File: config.mk
export PLATFORM = sky130hd
export DESIGN_NAME = smt_static_mac_table
export DESIGN_NICKNAME = d
export VERILOG_FILES = /design/src/common/smt_pkg.sv /design/src/logic/smt_static_mac_table.sv
export SDC_FILE = /design/constraint.sdc
export NUM_CORES = 1
export LEC_CHECK = 0
export ABC_AREA = 1
export BUFFER_PORTS_ARGS = -buffer_cell sky130_fd_sc_hd__buf_2
export CAP_MARGIN = 5
export CORE_ASPECT_RATIO = 1.4
export CORE_MARGIN = 10
export CORE_UTILIZATION = 30
export DETAILED_ROUTE_END_ITERATION = 8
export GPL_TIMING_DRIVEN = 0
export HOLD_SLACK_MARGIN = 0.06
export PLACE_DENSITY_LB_ADDON = 0.15
export SKIP_CTS_REPAIR_TIMING = 1
export SLEW_MARGIN = 20
export SYNTH_ARGS = -nofsm -noshare
export SYNTH_HDL_FRONTEND = slang
export SYNTH_SLANG_ARGS = --single-unit
File: constraint.sdc
create_clock -name clk -period 5.8 [get_ports clk]
set_clock_uncertainty 0.15 [all_clocks]
set_input_delay 0.29 -clock clk [delete_from_list [all_inputs] [get_ports clk]]
set_output_delay 0.29 -clock clk [all_outputs]
set_load 0.03 [all_outputs]
File: src/common/smt_pkg.sv
package smt_pkg;

    // Register indices on the switch register port.
    localparam logic [7:0] ADDR_IND_CTRL  = 8'h6e;
    localparam logic [7:0] ADDR_IND_ADDRL = 8'h6f;
    localparam logic [7:0] ADDR_DATA_TOP  = 8'h70;
    localparam logic [7:0] ADDR_DATA_LOW  = 8'h78;
    localparam logic [7:0] ADDR_FDS_A     = 8'h79;
    localparam logic [7:0] ADDR_FDS_B     = 8'h7a;
    localparam logic [7:0] ADDR_FDC_A     = 8'h7b;
    localparam logic [7:0] ADDR_FDC_B     = 8'h7c;
    localparam logic [7:0] ADDR_FAC_A     = 8'h7d;
    localparam logic [7:0] ADDR_FAC_B     = 8'h7e;
    localparam logic [7:0] ADDR_FAS       = 8'h7f;

    // Reset values.
    localparam logic [7:0]  RST_BYTE = 8'h00;
    localparam logic [68:0] RST_DATA = 69'h0;

    // Indirect control register fields.
    localparam int CTRL_RD_BIT  = 4;
    localparam int CTRL_TSEL_HI = 3;
    localparam int CTRL_TSEL_LO = 2;
    localparam int CTRL_AHI_HI  = 1;
    localparam logic [1:0] TSEL_STATIC = 2'h0;

    // Indirect data word geometry.
    localparam int DATA_W      = 69;
    localparam int DATA_BYTES  = 9;

    // Entry layout common to read and write.
    localparam int F_OVR      = 54;
    localparam int F_VALID    = 53;
    localparam int F_PORT_HI  = 52;
    localparam int F_PORT_LO  = 48;
    localparam int F_MAC_HI   = 47;

    // Read layout.
    localparam int RD_FID_HI  = 60;
    localparam int RD_FID_LO  = 57;
    localparam int RD_USE     = 56;
    localparam int RD_RSVD    = 55;

    // Write layout.
    localparam int WR_FID_HI  = 59;
    localparam int WR_FID_LO  = 56;
    localparam int WR_USE     = 55;

    // Table geometry.
    localparam int ENTRIES    = 8;
    localparam int PORTS      = 5;
    localparam int FID_W      = 4;
    localparam int MAC_W      = 48;

endpackage

File: src/logic/smt_static_mac_table.sv
`timescale 1ns/100ps
// Operation
// - A destination lookup searches static and dynamic tables together.
// - A source lookup uses only the dynamic table, never the static one.
// - A destination hit in both tables uses the static result.
// - Entries are reachable only through the external management register port.
// - Static entries never age out; they stay until software changes them.
// - Eight entries, chosen by the indirect address of the command.
// - Readback: group id 60-57, group flag 56, 55 zero, override 54, valid 53.
// - Write data: group id 59-56, group flag 55, override 54, valid 53.
// - The four-bit group id names one of sixteen VLAN groups.
// - Group flag set matches group id plus MAC; clear matches MAC only.
// - Override set forwards despite spanning-tree transmit or receive disable.
// - Entries with valid clear are ignored by lookups.
// - Port bits, bit 0 is port 1; all ones floods all but ingress.
// - The lowest data window register holds data bits 7-0, resets zero.
// - Writing the low indirect address register launches the access.
// - Control bit 4 set selects a read, clear selects a write.
// - Table select 00 directs the access to the static table.
module smt_static_mac_table
(
    // Clock and reset.
    input  wire logic                         clk,
    input  wire logic                         reset_n,
    // Switch register port, fed by the management serial slave.
    input  wire logic [7:0]                   reg_addr,
    input  wire logic                         reg_wr,
    input  wire logic                         reg_rd,
    input  wire logic [7:0]                   reg_wdata,
    output logic      [7:0]                   reg_rdata,
    // Lookup request.
    input  wire logic                         lkp_req,
    input  wire logic                         lkp_is_da,
    input  wire logic [smt_pkg::MAC_W-1:0]    lkp_mac,
    input  wire logic [smt_pkg::FID_W-1:0]    lkp_fid,
    input  wire logic [smt_pkg::PORTS-1:0]    lkp_ingress,
    // Dynamic table answer for the same request.
    input  wire logic                         dyn_hit,
    input  wire logic [smt_pkg::PORTS-1:0]    dyn_ports,
    // Spanning-tree enables per port.
    input  wire logic [smt_pkg::PORTS-1:0]    stp_tx_en,
    input  wire logic [smt_pkg::PORTS-1:0]    stp_rx_en,
    // Lookup result.
    output logic                              res_valid,
    output logic                              res_hit,
    output logic                              res_static,
    output logic                              res_override,
    output logic      [smt_pkg::PORTS-1:0]    res_ports
);

    localparam int N = smt_pkg::ENTRIES;
    localparam int P = smt_pkg::PORTS;

    logic [7:0]                ctrl_q;
    logic [7:0]                addr_lo_q;
    logic [smt_pkg::DATA_W-1:0] data_q;
    logic [7:0]                fdc_a_q;
    logic [7:0]                fdc_b_q;
    logic [7:0]                fac_a_q;
    logic [7:0]                fac_b_q;
    logic [7:0]                rdata_q;

    // Entry storage, one array per field.
    logic [smt_pkg::FID_W-1:0] ent_fid_q   [N];
    logic                      ent_use_q   [N];
    logic                      ent_ovr_q   [N];
    logic                      ent_valid_q [N];
    logic [P-1:0]              ent_ports_q [N];
    logic [smt_pkg::MAC_W-1:0] ent_mac_q   [N];

    logic                      trig;
    logic                      tbl_hit;
    logic [2:0]                tbl_idx;
    logic [smt_pkg::DATA_W-1:0] rd_word;

    logic                      res_valid_q;
    logic                      res_hit_q;
    logic                      res_static_q;
    logic                      res_ovr_q;
    logic [P-1:0]              res_ports_q;

    // The command fires on the write of the low indirect address byte.
    assign trig = reg_wr && (reg_addr == smt_pkg::ADDR_IND_ADDRL);

    // Only addresses 0..7 with table select 00 reach this table.
    assign tbl_hit = trig
                  && (ctrl_q[smt_pkg::CTRL_TSEL_HI:smt_pkg::CTRL_TSEL_LO]
                      == smt_pkg::TSEL_STATIC)
                  && (ctrl_q[smt_pkg::CTRL_AHI_HI:0] == 2'h0)
                  && (reg_wdata[7:3] == 5'h00);
    assign tbl_idx = reg_wdata[2:0];

    // Readback word in the read layout; bit 55 reads as zero.
    always_comb
    begin
        rd_word = smt_pkg::RST_DATA;
        rd_word[smt_pkg::RD_FID_HI:smt_pkg::RD_FID_LO] = ent_fid_q[tbl_idx];
        rd_word[smt_pkg::RD_USE]   = ent_use_q[tbl_idx];
        rd_word[smt_pkg::RD_RSVD]  = 1'b0;
        rd_word[smt_pkg::F_OVR]    = ent_ovr_q[tbl_idx];
        rd_word[smt_pkg::F_VALID]  = ent_valid_q[tbl_idx];
        rd_word[smt_pkg::F_PORT_HI:smt_pkg::F_PORT_LO] = ent_ports_q[tbl_idx];
        rd_word[smt_pkg::F_MAC_HI:0] = ent_mac_q[tbl_idx];
    end

    // Control and address registers.
    always_ff @(posedge clk or negedge reset_n)
    begin
        if (!reset_n)
        begin
            ctrl_q    <= smt_pkg::RST_BYTE;
            addr_lo_q <= smt_pkg::RST_BYTE;
        end
        else if (reg_wr && reg_addr == smt_pkg::ADDR_IND_CTRL)
        begin
            ctrl_q <= reg_wdata;
        end
        else if (trig)
        begin
            addr_lo_q <= reg_wdata;
        end
    end

    // Data window; a triggered read overwrites it with the entry.
    always_ff @(posedge clk or negedge reset_n)
    begin
        if (!reset_n)
        begin
            data_q <= smt_pkg::RST_DATA;
        end
        else if (tbl_hit && ctrl_q[smt_pkg::CTRL_RD_BIT])
        begin
            data_q <= rd_word;
        end
        else if (reg_wr && reg_addr == smt_pkg::ADDR_DATA_TOP)
        begin
            data_q[68:64] <= reg_wdata[4:0];
        end
        else if (reg_wr && reg_addr > smt_pkg::ADDR_DATA_TOP
                 && reg_addr <= smt_pkg::ADDR_DATA_LOW)
        begin
            for (int b = 0; b < smt_pkg::DATA_BYTES - 1; b++)
            begin
                if (reg_addr == smt_pkg::ADDR_DATA_LOW - 8'(b))
                begin
                    data_q[b*8 +: 8] <= reg_wdata;
                end
            end
        end
    end

    // Factory test controls are plain storage with no effect on the table.
    always_ff @(posedge clk or negedge reset_n)
    begin
        if (!reset_n)
        begin
            fdc_a_q <= smt_pkg::RST_BYTE;
            fdc_b_q <= smt_pkg::RST_BYTE;
            fac_a_q <= smt_pkg::RST_BYTE;
            fac_b_q <= smt_pkg::RST_BYTE;
        end
        else if (reg_wr)
        begin
            if (reg_addr == smt_pkg::ADDR_FDC_A) fdc_a_q <= reg_wdata;
            if (reg_addr == smt_pkg::ADDR_FDC_B) fdc_b_q <= reg_wdata;
            if (reg_addr == smt_pkg::ADDR_FAC_A) fac_a_q <= reg_wdata;
            if (reg_addr == smt_pkg::ADDR_FAC_B) fac_b_q <= reg_wdata;
        end
    end

    // Entries change only on a triggered write; there is no aging path.
    always_ff @(posedge clk or negedge reset_n)
    begin
        if (!reset_n)
        begin
            for (int i = 0; i < N; i++)
            begin
                ent_fid_q[i]   <= '0;
                ent_use_q[i]   <= 1'b0;
                ent_ovr_q[i]   <= 1'b0;
                ent_valid_q[i] <= 1'b0;
                ent_ports_q[i] <= '0;
                ent_mac_q[i]   <= '0;
            end
        end
        else if (tbl_hit && !ctrl_q[smt_pkg::CTRL_RD_BIT])
        begin
            // Write layout differs from readback by one bit position.
            ent_fid_q[tbl_idx]   <= data_q[smt_pkg::WR_FID_HI:smt_pkg::WR_FID_LO];
            ent_use_q[tbl_idx]   <= data_q[smt_pkg::WR_USE];
            ent_ovr_q[tbl_idx]   <= data_q[smt_pkg::F_OVR];
            ent_valid_q[tbl_idx] <= data_q[smt_pkg::F_VALID];
            ent_ports_q[tbl_idx] <= data_q[smt_pkg::F_PORT_HI:smt_pkg::F_PORT_LO];
            ent_mac_q[tbl_idx]   <= data_q[smt_pkg::F_MAC_HI:0];
        end
    end

    // Register read answer, one cycle after the read strobe.
    always_ff @(posedge clk or negedge reset_n)
    begin
        if (!reset_n)
        begin
            rdata_q <= smt_pkg::RST_BYTE;
        end
        else if (reg_rd)
        begin
            rdata_q <= smt_pkg::RST_BYTE;
            case (reg_addr)
                smt_pkg::ADDR_IND_CTRL:  rdata_q <= ctrl_q;
                smt_pkg::ADDR_IND_ADDRL: rdata_q <= addr_lo_q;
                smt_pkg::ADDR_DATA_TOP:  rdata_q <= {3'h0, data_q[68:64]};
                smt_pkg::ADDR_FDC_A:     rdata_q <= fdc_a_q;
                smt_pkg::ADDR_FDC_B:     rdata_q <= fdc_b_q;
                smt_pkg::ADDR_FAC_A:     rdata_q <= fac_a_q;
                smt_pkg::ADDR_FAC_B:     rdata_q <= fac_b_q;
                default:
                begin
                    for (int b = 0; b < smt_pkg::DATA_BYTES - 1; b++)
                    begin
                        if (reg_addr == smt_pkg::ADDR_DATA_LOW - 8'(b))
                        begin
                            rdata_q <= data_q[b*8 +: 8];
                        end
                    end
                end
            endcase
        end
    end

    // Match test for one entry.
    function automatic logic ent_match(
        input logic                      valid,
        input logic                      use_grp,
        input logic [smt_pkg::FID_W-1:0] efid,
        input logic [smt_pkg::MAC_W-1:0] emac,
        input logic [smt_pkg::FID_W-1:0] kfid,
        input logic [smt_pkg::MAC_W-1:0] kmac
    );
        // Invalid entries never match; group flag adds the group id to the key.
        ent_match = valid && (emac == kmac) && (!use_grp || efid == kfid);
    endfunction

    logic [N-1:0] hit_vec;

    genvar g;
    generate
        for (g = 0; g < N; g++)
        begin : g_cmp
            assign hit_vec[g] = ent_match(ent_valid_q[g], ent_use_q[g], ent_fid_q[g],
                                          ent_mac_q[g], lkp_fid, lkp_mac);
        end
    endgenerate

    logic         s_hit;
    logic         s_ovr;
    logic [P-1:0] s_ports;
    logic         fin_hit;
    logic         fin_ovr;
    logic [P-1:0] fin_ports;

    // Lowest matching index wins when several entries match.
    always_comb
    begin
        s_hit   = 1'b0;
        s_ovr   = 1'b0;
        s_ports = '0;
        for (int i = N - 1; i >= 0; i--)
        begin
            if (hit_vec[i])
            begin
                s_hit   = 1'b1;
                s_ovr   = ent_ovr_q[i];
                s_ports = ent_ports_q[i];
            end
        end
        // Source lookups skip the static table entirely.
        if (!lkp_is_da)
        begin
            s_hit = 1'b0;
        end
        // Static result takes precedence over the dynamic one.
        fin_hit   = s_hit || dyn_hit;
        fin_ovr   = s_hit && s_ovr;
        fin_ports = s_hit ? s_ports : dyn_ports;
        // All ones floods every port except the one the frame came in on.
        if (fin_ports == '1)
        begin
            fin_ports = ~lkp_ingress;
        end
        // Spanning-tree gating applies unless the entry overrides it.
        if (!fin_ovr)
        begin
            fin_ports = fin_ports & stp_tx_en;
            if ((lkp_ingress & stp_rx_en) != lkp_ingress)
            begin
                fin_ports = '0;
            end
        end
    end

    // Result registered so every output leaves a flip-flop.
    always_ff @(posedge clk or negedge reset_n)
    begin
        if (!reset_n)
        begin
            res_valid_q  <= 1'b0;
            res_hit_q    <= 1'b0;
            res_static_q <= 1'b0;
            res_ovr_q    <= 1'b0;
            res_ports_q  <= '0;
        end
        else
        begin
            res_valid_q <= lkp_req;
            if (lkp_req)
            begin
                res_hit_q    <= fin_hit;
                res_static_q <= s_hit;
                res_ovr_q    <= fin_ovr;
                res_ports_q  <= fin_ports;
            end
        end
    end

    assign reg_rdata    = rdata_q;
    assign res_valid    = res_valid_q;
    assign res_hit      = res_hit_q;
    assign res_static   = res_static_q;
    assign res_override = res_ovr_q;
    assign res_ports    = res_ports_q;

endmodule

==> results of run 1 <==
==> final timing paths <==
| check | slack, ns | to | from | cells past startpoint |
|---|---|---|---|---|
| setup / recovery | 0.09 | res_ports[1] | ent_mac_q[278] | 20 |
| min in group asynchronous | 0.55 | fac_b_q[3] | reset_n | 4 |
| hold reg to reg | 0.33 | res_override | res_override | 2 |
| setup reg to reg | 0.09 | res_ports[1] | ent_mac_q[278] | 20 |
| hold / removal | 0.04 | data_q[65] | reg_wdata[4] | 5 |
| max in group asynchronous | 3.30 | ent_mac_q[236] | reset_n | 7 |
==> worst max-delay path, cell delays in order (launching register included) <==
cell and delay (ns):
dfrtp_1 0.47, xnor2_1 0.89, nand3_1 0.18, nor3_1 0.50
nand3_1 0.32, nor2_2 0.61, nand2_4 0.18, nand2_4 0.13
nor2_1 0.05, nand2_2 0.08, nand2_4 0.10, clkinv_4 0.09
nor2_1 0.05, a21oi_2 0.17, nand2_2 0.08, nor2_4 0.14
nand4_1 0.11, dlygate4sd3_1 0.58, nand2_1 0.07, dlygate4sd3_1 0.57
nand2_1 0.05
==> layer usage <==
layer,track usage (%),routed length (um)
met5,0,128
met4,34.5,27400
met3,9.82,21800
met2,63.4,118000
met1,46.6,98600
==> placed cells by master (no fill, tap or decap), types with 25 or more instances in the layout <==
master / instances
o21ai_1: 56
clkbuf_2: 58
o21ai_0: 837
o22ai_1: 59
clkbuf_1: 150
o211ai_1: 67
inv_2: 44
inv_1: 406
buf_2: 97
xor2_1: 50
nor2_1: 344
dfrtp_1: 614
o221ai_1: 43
nand3_1: 57
nand2_1: 1430
xnor2_1: 38
dlygate4sd3_1: 27
nand4_1: 32
o2111ai_1: 35
a21oi_1: 152
clkbuf_16: 76
o31ai_1: 25
==> sequential cells by signal, indices dropped and copies added, names as in the netlist <==
name          count
res_valid         1
addr_lo_q         8
ent_ports_q      40
ent_mac_q       384
res_static        1
ctrl_q            8
res_hit           1
fac_b_q           8
res_ports         5
res_override      1
fdc_a_q           8
ent_valid_q       8
ent_ovr_q         8
fdc_b_q           8
ent_fid_q        32
ent_use_q         8
reg_rdata         8
data_q           69
fac_a_q           8
==> logic make-up after synthesis <==
| family | count (synthesis) | synth area share, % |
|---|---|---|
| DFF | 614 | 45.2 |
| AOI/OAI and AO/OA | 1326 | 21.8 |
| and+or+nand+nor | 1939 | 22.6 |
| buffers and inverters | 696 | 8.14 |
| xor gates and xnor gates | 89 | 2.29 |
==> power by group through the flow <==
stage | logic [uW] | clock network [uW] | registers (uW)
after floorplan | 410 | 0 | 4430
after global placement | 1130 | 0 | 4430
after detailed placement | 1160 | 0 | 4430
after CTS | 1160 | 5160 | 4350
after global routing | 1240 | 5310 | 4350
final | 1240 | 5120 | 4350
==> metrics by stage <==
step | worst slack (ns) | utilization [%] | cell area [sq um] | power, uW | cells
2_1_floorplan | 3.49 | - | 34000 | 4840 | 4664
3_3_place_gp | -9.93 | 32.1 | 36200 | 5560 | 6219
3_5_place_dp | 1.38 | 32.6 | 36800 | 5590 | 6238
4_1_cts | 1.50 | 34.8 | 39300 | 10700 | 6368
5_1_grt | 0.0960 | 35.1 | 39700 | 10900 | 6397
6_report | 0.0947 | 35.2 | 39700 | 10700 | 6420
==> layout make-up <==
class / count / area, sq um
Fill cell: 12300 / 73200
Multi-Input combinational cell: 3354 / 15900
Sequential cell: 614 / 15400
Clock buffer: 102 / 2120
Tap cell: 1480 / 1850
Inverter: 451 / 1700
Buffer: 245 / 1150
Timing Repair Buffer: 123 / 1110
Clock inverter: 28 / 434
Antenna cell: 23 / 57.6
==> impl_metrics.tcl, run 1 <==
set metrics [dict create \
    synth_seq_area_share_pct 45.2 \
    floorplan.die.height_um 418 \
    seq_power_share_pct 40.6 \
    ant_nets 0 \
    cts_tree "built" \
    netSwitchingPower_uw 3180 \
    grt_max_degree 90 \
    max-vdd-ir-drop_mv 0.229 \
    cts_sinks 614 \
    synth.top_cells.by_area "dfrtp_1, nand2_1, o21ai_0" \
    ys_ff_latch 614 \
    syn-cell-area_sq_um 34000 \
    pwr-share-comb_pct 11.6 \
    core-area_sq_um 113000 \
    drive_above_1_share_pct 8.64 \
    synth.distinct_cells 52 \
    drc 0 \
    swShare_pct 29.7 \
    cts_buffers 73 \
    setup_viol_count_final 0 \
    hpwl_um 208000 \
    dr_total_vias 37500 \
    path_class "flop to flop" \
    grt_overflow_total 0 \
    setup_tns_ns 0 \
    synth_nets 4759 \
    path_max_fanout 8 \
    drt_wl_total_um 266000 \
    fin_nets 4957 \
    syn2layout_area_growth_pct 16.9 \
    start_kind "flop" \
    synthTopCellsByCount "nand2_1, o21ai_0, dfrtp_1, inv_1, nor2_1" \
    tightest_slew_ns 1.37 \
    io_pins 112 \
    yosysWarnings 0 \
    p_per_area_nw_per_um2 270 \
    end_kind "flop" \
    grt_pass1_wl_um 344000 \
    cts_buffer_depth 3 \
    viasPerCell 5.84 \
    hold-worst-slack_ns 0.0352 \
    grt_setup_unrepaired "no" \
    period_share_pct 98.4 \
    synth_flop_cell "dfrtp_1" \
    synth_edf_count 0 \
    critPathRequiredTime_ns 6.23 \
    worst-endpoint-arrival_ns 6.14 \
    maxCapViolations 0 \
    fin_crit_ns 5.71 \
    clockPowerShare_pct 47.8 \
    hold_viol 0 \
    syn_inst 4664 \
    leakagePower_uw 0.0177 \
    grt_pass1_vias 35200 \
    track_usage_pct 40.6 \
    die_area_sq_um 127000 \
    cts_root_buffer "clkbuf_16" \
    initialDrtViolationCount 4788 \
    fmax_mhz 175 \
    yosys.cell_count.top_type "nand2_1" \
    cts.clk_slew.worst_paths_ns 0.06 \
    wire_per_inst_um 41.4 \
    antenna_found_initial 31 \
    slew_headroom_pct 8.86 \
    drv_slew 0 \
    async_flop_share_pct 100 \
    start_util_pct 30.1 \
    run_status "completed" \
    p_int_uw 7530 \
    synth_top_area_cell "dfrtp_1" \
    netlist.area_leader.share_pct 45.2 \
    insertion_delay_ns 0.72 \
    avgSynthCellArea_sq_um 7.29 \
    first_pass_iters 8 \
    gp_congestion 1.07 \
    holdCritPathClass "primary input to flop" \
    port_buffers 75 \
    die_x_um 304 \
    htree_levels 3 \
    placementRows 146 \
]
(Power assumes the default switching activity.)
==> run 2, diff against run 1 <==
- BUFFER_PORTS_ARGS: -buffer_cell sky130_fd_sc_hd__buf_2 -> not set
- DONT_BUFFER_PORTS: not set -> 1
==> impl_metrics.tcl, run 2 (synthesized netlist as in run 1, its figures left out) <==
set metrics [dict create \
    run_status "complete, but fails checks" \
    violations "negative hold slack" \
    wire_per_inst_um 39.8 \
    drc 0 \
    syn2layout_area_growth_pct 15.6 \
    fmax_mhz 182 \
    crit_top_cell "nand2_4" \
    cts_root_buffer "clkbuf_16" \
    cts_buffers 70 \
    r2r_setup_slack_ns 0.30 \
    worst-endpoint-arrival_ns 5.95 \
    path_max_fanout 8 \
    setup_tns_ns 0 \
    floorplan.die.height_um 418 \
    path_cells "xnor2_1, nand3_1, nor3_1, nand3_1, nor2_2, nand2_4, nand2_4, nor2_1, nand2_2, nand2_4, clkinv_4, nor2_1, a21oi_2, nand2_2, nor2_4, nand4_1, dlygate4sd3_1, nand2_1, dlygate4sd3_1, nand2_1" \
    finalPower_uw 10400 \
    grt_pass1_vias 35100 \
    htree_levels 3 \
    hpwl_um 196000 \
    placed_cells 6158 \
    max-vdd-ir-drop_mv 0.226 \
    slew_headroom_pct 8.49 \
    final_common_cell "nand2_1" \
    tightest_slew_ns 1.37 \
    hold-worst-slack_ns -0.00459 \
    core-area_sq_um 113000 \
    fin_crit_ns 5.50 \
    hold_viol 2 \
    final_cell_mix "nand2_1, o21ai_0, dfrtp_1" \
    grt_setup_unrepaired "no" \
    ant_nets 0 \
    first_pass_iters 6 \
    reg2reg_from "ent_mac_q[278]" \
    drv_slew 0 \
    reg.largest.list "ent_mac_q x384, data_q x69, ent_ports_q x40" \
    leakagePower_uw 0.0173 \
    cts_buffer_depth 3 \
    gp_congestion 1.08 \
    maxCapViolations 0 \
    drive_above_1_share_pct 7.14 \
    viasPerCell 5.86 \
    grt_pass1_wl_um 331000 \
    io_pins 112 \
    period_share_pct 94.9 \
    p_per_area_nw_per_um2 264 \
    regMostFlops "ent_mac_q" \
    critPathRequiredTime_ns 6.24 \
    die_area_sq_um 127000 \
    instances_no_fill 6348 \
    rr_worst_depth 20 \
    largest_reg_flops 384 \
    hp-start "reg_addr[3]" \
    drt_wl_total_um 253000 \
    end_kind "flop" \
    port_buffers 0 \
    slowest_stage "xnor2_1" \
    dr_total_vias 37200 \
    cts_sinks 614 \
    insertion_delay_ns 0.73 \
    grt_max_degree 615 \
    grt_overflow_total 0 \
    hold_end "addr_lo_q[5]" \
    track_usage_pct 38.6 \
    holdCritPathClass "primary input to flop" \
    antenna_found_initial 31 \
    placementRows 146 \
    fin_nets 4887 \
    start_kind "flop" \
    path_class "flop to flop" \
    cts_tree "built" \
    initialDrtViolationCount 5138 \
    min_path_cells 6 \
    r2r_end "res_ports[1]" \
    start_util_pct 30.1 \
    setup_viol_count_final 0 \
    cp_slowest_stage_delay_ns 0.80 \
    cts.clk_slew.worst_paths_ns 0.06 \
    die_x_um 304 \
]
## run 2: changes by cell type in the layout (fill, tap and decap cells not counted), sizes merged
cell         change
dlygate4sd3      +8
clkinvlp         +2
clkbuf           -4
inv              -2
diode            +1
buf             -76
bufinv           -1
## run 2: final cells by class
cell class,count,area (sq um)
Multi-Input combinational cell,3354,15900
Clock buffer,97,2080
Sequential cell,614,15400
Antenna cell,24,60.1
Buffer,245,1140
Fill cell,12300,73600
Clock inverter,27,394
Tap cell,1480,1850
Inverter,451,1700
Timing Repair Buffer,56,766
## run 2: metrics by stage
stage | area (sq um) | util [%] | worst slack, ns
6_report | 39300 | 34.8 | 0.296
5_1_grt | 39200 | 34.7 | 0.417
4_1_cts | 38700 | 34.3 | 1.60
3_5_place_dp | 36200 | 32.1 | 1.34
3_3_place_gp | 35800 | 31.7 | 0.215
2_1_floorplan | 34000 | - | 3.49
## run 2: where the power goes
group	internal, uW	switching, uW	total (uW)
sequential	4320	42.2	4370
combinational	208	900	1110
clock	2870	2040	4910
total	7400	2980	10400
## run 2: worst max-delay path by stage
stage / start / end / slack [ns] / depth (start not counted)
6_report: ent_mac_q[278] / res_ports[1] / 0.30 / 20
5_1_grt: ent_mac_q[278] / res_ports[1] / 0.42 / 20
4_1_cts: ent_mac_q[278] / res_ports[1] / 1.60 / 18
3_5_place_dp: reg_wdata[0] / data_q[48] / 1.34 / 6
3_3_place_gp: reg_wdata[7] / data_q[18] / 0.22 / 8
2_1_floorplan: lkp_fid[3] / res_ports[4] / 3.49 / 19
## run 2: per-layer routing
layer	global-route usage, %	share of wire [%]
met3	9.58	8.9
met5	0	0.017
met4	32.9	10
met2	59.1	44
met1	44.9	37
## run 2: critical path, delay by kind of cell (launching register included)
kind	cells	cell delay, ns
compound gates	1	0.13
flops	1	0.47
buf+inv	3	1.21
simple gates	15	2.62
xor+xnor	1	0.80
